`config.mk`:
```
export PLATFORM = sky130hd
export DESIGN_NAME = channel_cal_dsp_config_regs
export DESIGN_NICKNAME = d
export VERILOG_FILES = /design/src/shared/cal_config_pkg.sv /design/src/core/channel_cal_dsp_config_regs.sv /design/src/core/phase_delay_line.sv
export SDC_FILE = /design/constraint.sdc
export NUM_CORES = 1
export LEC_CHECK = 0
export BUFFER_PORTS_ARGS = -buffer_cell sky130_fd_sc_hd__buf_2
export CORE_MARGIN = 3
export CORE_UTILIZATION = 55
export DETAILED_ROUTE_END_ITERATION = 8
export PLACE_DENSITY = 0.72
export SLEW_MARGIN = 25
export SYNTH_ARGS = -nofsm -noshare
export SYNTH_HDL_FRONTEND = slang
export SYNTH_HIERARCHICAL = 1
export SYNTH_SLANG_ARGS = --single-unit
```
`constraint.sdc`:
```
create_clock -name ref_clk -period 5.8 [get_ports ref_clk]
set_clock_uncertainty 0.1 [all_clocks]
set_input_delay 0 -clock ref_clk [delete_from_list [all_inputs] [get_ports ref_clk]]
set_output_delay 0 -clock ref_clk [all_outputs]
set_load 0.005 [all_outputs]
```
`src/shared/cal_config_pkg.sv`:
```
// Register map, field layout and reset values of the channel trim and processing configuration bank.
package cal_config_pkg;

  // ****************************************
  // Register indices, byte address is index times four
  // ****************************************
  localparam logic [9:0] IDX_CHAN3_PHASE_TRIM  = 10'h04a;
  localparam logic [9:0] IDX_CHAN4_VOLUME      = 10'h04d;
  localparam logic [9:0] IDX_CHAN4_GAIN_TRIM   = 10'h04e;
  localparam logic [9:0] IDX_CHAN4_PHASE_TRIM  = 10'h04f;
  localparam logic [9:0] IDX_SIGNAL_PROC_ZERO  = 10'h06b;
  localparam logic [9:0] IDX_TRIM_STATUS       = 10'h070;

  // ****************************************
  // Reset values
  // ****************************************
  localparam logic [7:0] RST_VOLUME      = 8'hc9;
  localparam logic [7:0] RST_GAIN_TRIM   = 8'h80;
  localparam logic [7:0] RST_PHASE_TRIM  = 8'h00;
  localparam logic [7:0] RST_PROC_ZERO   = 8'h01;

  // ****************************************
  // Field positions and codes
  // ****************************************
  localparam int         GAIN_TRIM_LSB    = 4;
  localparam logic [7:0] GAIN_TRIM_MASK   = 8'hf0;
  localparam int         PROC_VOL_HOLD    = 7;
  localparam int         PROC_ENHANCED    = 6;
  localparam int         PROC_DECIM_LSB   = 4;
  localparam int         PROC_AVG_LSB     = 2;
  localparam int         PROC_HPF_LSB     = 0;
  localparam logic [7:0] VOLUME_MUTE_CODE = 8'h00;
  localparam logic [8:0] VOLUME_UNITY     = 9'h0c9;
  localparam logic [4:0] GAIN_TRIM_ZERO   = 5'h08;
  localparam logic [1:0] AVG_FIRST_SECOND = 2'h1;
  localparam logic [1:0] DECIM_RESERVED   = 2'h3;
  localparam logic [1:0] HPF_PROGRAMMABLE = 2'h0;

  // ****************************************
  // Status bit positions
  // ****************************************
  localparam int STAT_VOL_PEND   = 0;
  localparam int STAT_GAIN_PEND  = 1;
  localparam int STAT_PH3_PEND   = 2;
  localparam int STAT_PH4_PEND   = 3;
  localparam int STAT_VOL_HELD   = 4;
  localparam int STAT_DECIM_RSVD = 5;
  localparam int STAT_AVG_RSVD   = 6;

  // ****************************************
  // Phase delay line length in modulator cycles
  // ****************************************
  localparam int PHASE_DEPTH = 255;

endpackage : cal_config_pkg

```
`src/core/channel_cal_dsp_config_regs.sv`:
```
// Channel trim and processing configuration registers with an APB slave and sample-aligned apply.
module channel_cal_dsp_config_regs (
  input  wire logic        ref_clk,
  input  wire logic        resetn,
  input  wire logic        psel,
  input  wire logic        penable,
  input  wire logic        pwrite,
  input  wire logic [11:0] paddr,
  input  wire logic [31:0] pwdata,
  input  wire logic [3:0]  pstrb,
  output logic [31:0]      prdata,
  output logic             pready,
  output logic             pslverr,
  input  wire logic        sample_tick,
  input  wire logic        converter_powered,
  input  wire logic        mod_tick,
  input  wire logic        chan3_bit_in,
  input  wire logic        chan4_bit_in,
  output logic             chan3_bit_out,
  output logic             chan4_bit_out,
  output logic             chan4_mute,
  output logic [8:0]       chan4_volume_half_db,
  output logic [4:0]       chan4_trim_tenth_db,
  output logic             volume_runtime_change_disable,
  output logic             enhanced_dynamics_mode,
  output logic [1:0]       decimation_response_select,
  output logic             average_first_second,
  output logic [1:0]       highpass_select,
  output logic             highpass_programmable
);

  // ****************************************
  // Register storage and applied copies
  // ****************************************
  logic [7:0] chan3_phase_trim;
  logic [7:0] chan4_volume;
  logic [7:0] chan4_gain_trim;
  logic [7:0] chan4_phase_trim;
  logic [7:0] signal_proc_config_zero;
  logic [7:0] chan4_volume_code;
  logic [3:0] chan4_gain_trim_code;
  logic [7:0] chan3_phase_trim_code;
  logic [7:0] chan4_phase_trim_code;
  logic       pend_vol;
  logic       pend_gain;
  logic       pend_ph3;
  logic       pend_ph4;

  // ****************************************
  // Bus decode
  // ****************************************
  logic       setup;
  logic       wr_go;
  logic [9:0] idx;
  logic [7:0] wbyte;
  logic       wr_vol;
  logic       wr_gain;
  logic       wr_ph3;
  logic       wr_ph4;
  logic       wr_proc;
  logic       vol_held;
  logic       apply_vol;
  logic       apply_other;
  logic [7:0] status;
  logic [7:0] next_rdata;
  logic       next_err;

  // True when the word index belongs to a mapped register.
  function automatic logic is_mapped(input logic [9:0] i);
    is_mapped = (i == cal_config_pkg::IDX_CHAN3_PHASE_TRIM) ||
                (i == cal_config_pkg::IDX_CHAN4_VOLUME) ||
                (i == cal_config_pkg::IDX_CHAN4_GAIN_TRIM) ||
                (i == cal_config_pkg::IDX_CHAN4_PHASE_TRIM) ||
                (i == cal_config_pkg::IDX_SIGNAL_PROC_ZERO) ||
                (i == cal_config_pkg::IDX_TRIM_STATUS);
  endfunction : is_mapped

  // Write strobe for one register index on the completing access edge.
  function automatic logic wr_hit(input logic go, input logic [9:0] i, input logic [9:0] target);
    wr_hit = go && (i == target);
  endfunction : wr_hit

  // Pending flag update where a fresh write outranks the apply that clears it.
  function automatic logic pend_next(input logic cur, input logic wr, input logic apply);
    pend_next = wr || (cur && !apply);
  endfunction : pend_next

  // The slave never inserts wait states.
  assign pready = 1'b1;
  assign setup  = psel && !penable;
  assign idx    = paddr[11:2];
  assign wbyte  = pwdata[7:0];

  // A write lands only when the low byte lane is enabled, at the access edge.
  assign wr_go   = psel && penable && pready && pwrite && pstrb[0] && (paddr[1:0] == 2'h0);
  assign wr_vol  = wr_hit(wr_go, idx, cal_config_pkg::IDX_CHAN4_VOLUME);
  assign wr_gain = wr_hit(wr_go, idx, cal_config_pkg::IDX_CHAN4_GAIN_TRIM);
  assign wr_ph4  = wr_hit(wr_go, idx, cal_config_pkg::IDX_CHAN4_PHASE_TRIM);
  assign wr_ph3  = wr_hit(wr_go, idx, cal_config_pkg::IDX_CHAN3_PHASE_TRIM);
  assign wr_proc = wr_hit(wr_go, idx, cal_config_pkg::IDX_SIGNAL_PROC_ZERO);

  // ****************************************
  // Software-written registers
  // ****************************************

  // Channel four volume register.
  always_ff @(posedge ref_clk or negedge resetn)
  begin
    if (!resetn)
    begin
      chan4_volume <= cal_config_pkg::RST_VOLUME;
    end
    else if (wr_vol)
    begin
      chan4_volume <= wbyte;
    end
  end

  // Channel four gain trim register; the low nibble is never stored.
  always_ff @(posedge ref_clk or negedge resetn)
  begin
    if (!resetn)
    begin
      chan4_gain_trim <= cal_config_pkg::RST_GAIN_TRIM;
    end
    else if (wr_gain)
    begin
      chan4_gain_trim <= wbyte & cal_config_pkg::GAIN_TRIM_MASK;
    end
  end

  // Channel four phase trim register.
  always_ff @(posedge ref_clk or negedge resetn)
  begin
    if (!resetn)
    begin
      chan4_phase_trim <= cal_config_pkg::RST_PHASE_TRIM;
    end
    else if (wr_ph4)
    begin
      chan4_phase_trim <= wbyte;
    end
  end

  // Channel three phase trim register.
  always_ff @(posedge ref_clk or negedge resetn)
  begin
    if (!resetn)
    begin
      chan3_phase_trim <= cal_config_pkg::RST_PHASE_TRIM;
    end
    else if (wr_ph3)
    begin
      chan3_phase_trim <= wbyte;
    end
  end

  // First processing configuration register, applied at once.
  always_ff @(posedge ref_clk or negedge resetn)
  begin
    if (!resetn)
    begin
      signal_proc_config_zero <= cal_config_pkg::RST_PROC_ZERO;
    end
    else if (wr_proc)
    begin
      signal_proc_config_zero <= wbyte;
    end
  end

  // ****************************************
  // Sample-aligned apply
  // ****************************************

  // Volume changes wait while the hold bit is set and the converter runs.
  assign vol_held    = signal_proc_config_zero[cal_config_pkg::PROC_VOL_HOLD] && converter_powered;
  assign apply_vol   = sample_tick && !vol_held;
  assign apply_other = sample_tick;

  // Pending flags mark register values not yet copied to the datapath.
  always_ff @(posedge ref_clk or negedge resetn)
  begin
    if (!resetn)
    begin
      pend_vol  <= 1'b0;
      pend_gain <= 1'b0;
      pend_ph3  <= 1'b0;
      pend_ph4  <= 1'b0;
    end
    else
    begin
      pend_vol  <= pend_next(pend_vol, wr_vol, apply_vol);
      pend_gain <= pend_next(pend_gain, wr_gain, apply_other);
      pend_ph3  <= pend_next(pend_ph3, wr_ph3, apply_other);
      pend_ph4  <= pend_next(pend_ph4, wr_ph4, apply_other);
    end
  end

  // Applied volume code, copied only on an allowed sample boundary.
  always_ff @(posedge ref_clk or negedge resetn)
  begin
    if (!resetn)
    begin
      chan4_volume_code <= cal_config_pkg::RST_VOLUME;
    end
    else if (apply_vol && pend_vol)
    begin
      chan4_volume_code <= chan4_volume;
    end
  end

  // Applied gain trim code.
  always_ff @(posedge ref_clk or negedge resetn)
  begin
    if (!resetn)
    begin
      chan4_gain_trim_code <= cal_config_pkg::RST_GAIN_TRIM[7:4];
    end
    else if (apply_other && pend_gain)
    begin
      chan4_gain_trim_code <= chan4_gain_trim[7:4];
    end
  end

  // Applied phase trim codes for both channels.
  always_ff @(posedge ref_clk or negedge resetn)
  begin
    if (!resetn)
    begin
      chan3_phase_trim_code <= cal_config_pkg::RST_PHASE_TRIM;
      chan4_phase_trim_code <= cal_config_pkg::RST_PHASE_TRIM;
    end
    else
    begin
      if (apply_other && pend_ph3)
      begin
        chan3_phase_trim_code <= chan3_phase_trim;
      end
      if (apply_other && pend_ph4)
      begin
        chan4_phase_trim_code <= chan4_phase_trim;
      end
    end
  end

  // ****************************************
  // Decoded datapath settings
  // ****************************************

  // Volume in signed half-dB steps relative to unity, and the mute flag.
  always_ff @(posedge ref_clk or negedge resetn)
  begin
    if (!resetn)
    begin
      chan4_mute           <= 1'b0;
      chan4_volume_half_db <= 9'h000;
      chan4_trim_tenth_db  <= 5'h00;
    end
    else
    begin
      chan4_mute           <= (chan4_volume_code == cal_config_pkg::VOLUME_MUTE_CODE);
      chan4_volume_half_db <= {1'b0, chan4_volume_code} - cal_config_pkg::VOLUME_UNITY;
      chan4_trim_tenth_db  <= {1'b0, chan4_gain_trim_code} - cal_config_pkg::GAIN_TRIM_ZERO;
    end
  end

  // Processing field outputs taken straight from the register.
  assign volume_runtime_change_disable = signal_proc_config_zero[cal_config_pkg::PROC_VOL_HOLD];
  assign enhanced_dynamics_mode = signal_proc_config_zero[cal_config_pkg::PROC_ENHANCED];
  assign decimation_response_select =
    signal_proc_config_zero[cal_config_pkg::PROC_DECIM_LSB +: 2];
  assign highpass_select = signal_proc_config_zero[cal_config_pkg::PROC_HPF_LSB +: 2];

  // Averaging runs only on its single legal code; reserved codes leave it off.
  always_ff @(posedge ref_clk or negedge resetn)
  begin
    if (!resetn)
    begin
      average_first_second  <= 1'b0;
      highpass_programmable <= 1'b0;
    end
    else
    begin
      average_first_second <=
        signal_proc_config_zero[cal_config_pkg::PROC_AVG_LSB +: 2] == cal_config_pkg::AVG_FIRST_SECOND;
      highpass_programmable <=
        signal_proc_config_zero[cal_config_pkg::PROC_HPF_LSB +: 2] == cal_config_pkg::HPF_PROGRAMMABLE;
    end
  end

  // ****************************************
  // Read path
  // ****************************************

  // Status shows pending apply, volume hold and reserved codes in use.
  always_comb
  begin
    status = 8'h00;
    status[cal_config_pkg::STAT_VOL_PEND]  = pend_vol;
    status[cal_config_pkg::STAT_GAIN_PEND] = pend_gain;
    status[cal_config_pkg::STAT_PH3_PEND]  = pend_ph3;
    status[cal_config_pkg::STAT_PH4_PEND]  = pend_ph4;
    status[cal_config_pkg::STAT_VOL_HELD]  = vol_held;
    status[cal_config_pkg::STAT_DECIM_RSVD] =
      decimation_response_select == cal_config_pkg::DECIM_RESERVED;
    status[cal_config_pkg::STAT_AVG_RSVD] =
      signal_proc_config_zero[cal_config_pkg::PROC_AVG_LSB + 1];
  end

  // Read data selection by word index.
  always_comb
  begin
    next_rdata = 8'h00;
    case (idx)
      cal_config_pkg::IDX_CHAN3_PHASE_TRIM: next_rdata = chan3_phase_trim;
      cal_config_pkg::IDX_CHAN4_VOLUME:     next_rdata = chan4_volume;
      cal_config_pkg::IDX_CHAN4_GAIN_TRIM:  next_rdata = chan4_gain_trim & cal_config_pkg::GAIN_TRIM_MASK;
      cal_config_pkg::IDX_CHAN4_PHASE_TRIM: next_rdata = chan4_phase_trim;
      cal_config_pkg::IDX_SIGNAL_PROC_ZERO: next_rdata = signal_proc_config_zero;
      cal_config_pkg::IDX_TRIM_STATUS:      next_rdata = status;
      default:                              next_rdata = 8'h00;
    endcase
  end

  // Unmapped, misaligned or status writes answer with an error.
  assign next_err = !is_mapped(idx) || (paddr[1:0] != 2'h0) ||
                    (pwrite && idx == cal_config_pkg::IDX_TRIM_STATUS);

  // Answer is captured in the setup cycle and stands through the access phase.
  always_ff @(posedge ref_clk or negedge resetn)
  begin
    if (!resetn)
    begin
      prdata  <= 32'h0000_0000;
      pslverr <= 1'b0;
    end
    else if (setup)
    begin
      prdata  <= pwrite ? 32'h0000_0000 : {24'h00_0000, next_rdata};
      pslverr <= next_err;
    end
    else if (!psel)
    begin
      pslverr <= 1'b0;
    end
  end

  // ****************************************
  // Phase delay lines
  // ****************************************

  // Channel three delay in modulator periods.
  phase_delay_line #(
    .DEPTH (cal_config_pkg::PHASE_DEPTH)
  ) u_chan3_delay (
    .ref_clk    (ref_clk),
    .resetn     (resetn),
    .mod_tick   (mod_tick),
    .bit_in     (chan3_bit_in),
    .delay_code (chan3_phase_trim_code),
    .bit_out    (chan3_bit_out)
  );

  // Channel four delay in modulator periods.
  phase_delay_line #(
    .DEPTH (cal_config_pkg::PHASE_DEPTH)
  ) u_chan4_delay (
    .ref_clk    (ref_clk),
    .resetn     (resetn),
    .mod_tick   (mod_tick),
    .bit_in     (chan4_bit_in),
    .delay_code (chan4_phase_trim_code),
    .bit_out    (chan4_bit_out)
  );

endmodule : channel_cal_dsp_config_regs

```
`src/core/phase_delay_line.sv`:
```
// Bit-stream delay line with a programmable delay counted in modulator clock periods.
module phase_delay_line #(
  parameter int DEPTH = cal_config_pkg::PHASE_DEPTH
) (
  input  wire logic       ref_clk,
  input  wire logic       resetn,
  input  wire logic       mod_tick,
  input  wire logic       bit_in,
  input  wire logic [7:0] delay_code,
  output logic            bit_out
);

  // ****************************************
  // Storage
  // ****************************************
  logic [DEPTH-1:0] line;
  logic             tap;

  // Shifts one position per modulator period.
  always_ff @(posedge ref_clk or negedge resetn)
  begin
    if (!resetn)
    begin
      line <= '0;
    end
    else if (mod_tick)
    begin
      line <= {line[DEPTH-2:0], bit_in};
    end
  end

  // Code zero passes the bit straight, code n takes the bit n periods old.
  always_comb
  begin
    if (delay_code == 8'h00)
    begin
      tap = bit_in;
    end
    else
    begin
      tap = line[delay_code - 8'h01];
    end
  end

  // Registers the selected bit on each modulator period.
  always_ff @(posedge ref_clk or negedge resetn)
  begin
    if (!resetn)
    begin
      bit_out <= 1'b0;
    end
    else if (mod_tick)
    begin
      bit_out <= tap;
    end
  end

endmodule : phase_delay_line

```
==> run_results.csv <==
group,metric,value,unit
timing,final.setup.tns,0,ns
clock_tree,postCtsResizedCells,0,
floorplanning,dieHeight,232,um
setup_path,crit_fanout,28,
clock_tree,cts.htree.levels,2,
detailed_routing,wl_per_cell,20.1,um
setup_path,critical_path_class,"flop to flop",
placement,gp_congestion,0.897,
synth,synth_cell_type_count,76,
synth,ys_ff_latch,605,
synth,synth_most_common_cell,"dfrtp_1",
timing,timing.final.crit_period,4.40,ns
placement,dpl_cell_area,28800,um^2
timing,rsz0062_at_grt,"no",
timing,tightestPinTransition,1.06,ns
floorplanning,io_pins,117,
clock_tree,path_clk_slew,0.07,ns
synth,ys_warn_count,6,
power,powerDensity,288,nW/um^2
cells_and_area,diodes,0,
synth,syn_inst,1843,
global_routing,grt_overflow,0,
placement,dpl.hpwl,33000,um
clock_tree,cts.sinks,605,
floorplanning,die_x,232,um
synth,netlist_area,28100,um^2
cells_and_area,finalNetCount,1984,
floorplanning,row_count,82,
detailed_routing,ant_nets,0,
synth,yosys_most_used_dff,"dfrtp_1",
setup_path,rrSetupSlack,1.40,ns
global_routing,grt_max_degree,192,
timing,final-hold-violation-count,0,
setup_path,setup.worst_path.end,"u_chan4_delay/bit_out$_DFFE_PN0P_",
clock_tree,cts.path.max_buffers,3,
setup_path,worst-r2r-cell-count,10,
clock_tree,cts_tree,"built",
setup_path,r2r_start,"chan4_phase_trim_code[0]$_DFFE_PN0P_",
global_routing,grt_util_all_layers,20.3,%
synth,synthTopCellsByCount,"594 x dfrtp_1, 591 x mux2_2, 108 x mux4_2, 82 x nand2_1, 64 x clkbuf_1",
timing,setup_viol,0,
synth,synth_top_area_cell,"dfrtp_1",
detailed_routing,via_count,15722,
clock_tree,clockRootBuffer,"clkbuf_16",
detailed_routing,drt-vias-per-instance,5.94,
setup_path,critPathLaunch,"chan4_phase_trim_code[0]$_DFFE_PN0P_",
timing,fin_ws,1.40,ns
status,status,"finished, final reports clean",
synth,postSynthAreaPerCell,15.2,um^2
clock_tree,cts_buffers,60,
detailed_routing,wl,53200,um
power,finalPower,9.02,mW
placement,post-place-ws,1.42,ns
synth,synth_area_leaders,"dfrtp_1 53%, mux2_2 24%, mux4_2 8.7%, mux4_1 1.5%, nand2_1 1.1%",
setup_path,arrival,4.78,ns
cells_and_area,final_layout_size_suffix_gt1_share,47.4,%
global_routing,grt_pass1_wl,88200,um
timing,maxSlewHeadroom,28.6,%
detailed_routing,drc,0,
synth,synth_edf_count,0,
timing,fin_hold_ws,0.0465,ns
global_routing,grt_pass1_vias,16386,
hold_path,min_path_type,"primary input to flop",
detailed_routing,drtIter0Drc,952,
detailed_routing,first_pass_iters,5,
setup_path,r2r_end,"u_chan4_delay/bit_out$_DFFE_PN0P_",
floorplanning,die-area,53800,um^2
placement,portBuffers,64,
global_routing,antenna_found_initial,0,
floorplanning,start_util,55.9,%
cells_and_area,finalInstanceArea,31400,um^2
clock_tree,insertion_delay,0.61,ns
power,ir_drop,250,uV
cells_and_area,areaGrowthSynthToFinish,11.6,%
power,power.leakage,15.0,nW
synth,synthArstFlopShare,100,%
synth,yosysSeqAreaShare,53.9,%
timing,max_freq,0.227,GHz
setup_path,cp-end-kind,"flop",
timing,fin_crit_sh,75.9,%
floorplanning,core,50300,um^2
setup_path,start_kind,"flop",
setup_path,cp.required,6.18,ns
run,cap_viol_max_count,0,
synth,netlist.area_leader.share,52.9,%
timing,slew_viol_final,0,
[power by group]
group          total [mW]  internal [mW]  leakage, nW  switching, mW
logic               0.552          0.292         5.72          0.260
clock network        3.94           2.33         1.01           1.61
registers            4.53           4.40         8.26          0.125
[timing repair]
item	in CTS	in global routing
endpoints found under the setup margin	0	0
hold buffers	46	1
setup buffers	0	0
hold endpoints to repair	182	49
[cells by family (layout without fill, tap and decap cells)]
group	after synthesis	after routing	synth area share, %
multiplexers	745	745	34.9
flip-flops	605	605	53.9
AND/OR/NAND/NOR	198	198	3.90
buffers and inverters	161	268	3.17
AO/OA/AOI/OAI	104	104	2.91
XOR/XNOR	23	23	0.904
adder cells (fa/ha/maj)	5	5	0.223
other	2	25	0.0267
[placed cells by master (no fill, tap or decap), types with 5 or more instances in the layout]
master,count
buf_4,14
nor2b_1,7
xor2_1,12
clkbuf_16,61
xnor2_1,7
inv_1,17
clkinv_2,16
a31oi_1,11
buf_12,6
nand2_1,82
mux4_1,16
bufinv_16,5
nand4_1,6
dlygate4sd3_1,46
mux2_2,591
clkbuf_1,13
a21oi_1,11
a22o_1,7
o211ai_1,7
nand3_1,29
buf_2,62
nor2_1,22
dfstp_2,11
nor3_1,5
mux4_2,108
conb_1,25
a22oi_1,9
mux2i_1,30
nor4_1,5
clkbuf_8,14
o21ai_0,7
dfrtp_1,592
a32oi_1,10
[metal layers]
metal	track usage, %	up-vias	routed length [um]
met1	29.9	8312	24700
met3	3.31	75	1990
met5	0	-	0
li1	-	7002	-
met4	5.48	0	1170
met2	31.8	333	25400
[layout make-up]
cell class | count | area (um^2)
inverter | 21 | 83.8
fill | 3721 | 18900
tap | 672 | 841
multi-input combinational | 1100 | 12100
timing repair buffer | 133 | 1090
clock inverter | 26 | 272
sequential | 605 | 15200
clock buffer | 88 | 1770
[critical path: stages, from the launching register on]
cell and delay, ns:
dfrtp_4 0.76, clkinv_1 0.47, ha_2 1.01, inv_4 0.28, mux4_1 0.53, mux2_2 0.28
a22oi_1 0.22, a41o_1 0.24, a211oi_2 0.06, a31oi_1 0.22, o31ai_2 0.08
[worst min path at each step]
stage | from | end | slack (ns) | cells after the start
floorplan | resetn | average_first_second$_DFF_PN0_ | -0.40 | 0
global placement | resetn | u_chan4_delay/line[211]$_DFFE_PN0P_ | 0.02 | 1
detailed placement | resetn | u_chan4_delay/line[215]$_DFFE_PN0P_ | 0.02 | 1
CTS | penable | prdata[1]$_DFFE_PN0P_ | 0.0003 | 4
global route | penable | prdata[0]$_DFFE_PN0P_ | 0.03 | 4
finish | penable | prdata[0]$_DFFE_PN0P_ | 0.05 | 4
[sequential cells by signal, summed over array words and instances, names as in the netlist, 4 cells and up]
name                     cells
chan4_gain_trim              4
chan4_phase_trim_code        8
chan4_volume                 8
chan4_phase_trim             8
chan3_phase_trim_code        8
chan3_phase_trim             8
chan4_gain_trim_code         4
chan4_trim_tenth_db          4
chan4_volume_half_db         9
signal_proc_config_zero      8
chan4_volume_code            8
u_chan3_delay/line         255
u_chan4_delay/line         255
prdata                       8
[per-stage QoR]
| step | std cells | util [%] |
|---|---|---|
| CTS | 2642 | 62.2 |
| global route | 2645 | 62.4 |
| finish | 2645 | 62.4 |
| global placement | 2482 | 57.2 |
| floorplan | 1866 | - |
| detailed placement | 2482 | 57.2 |
No activity file was read; power rests on OpenSTA's default activity.
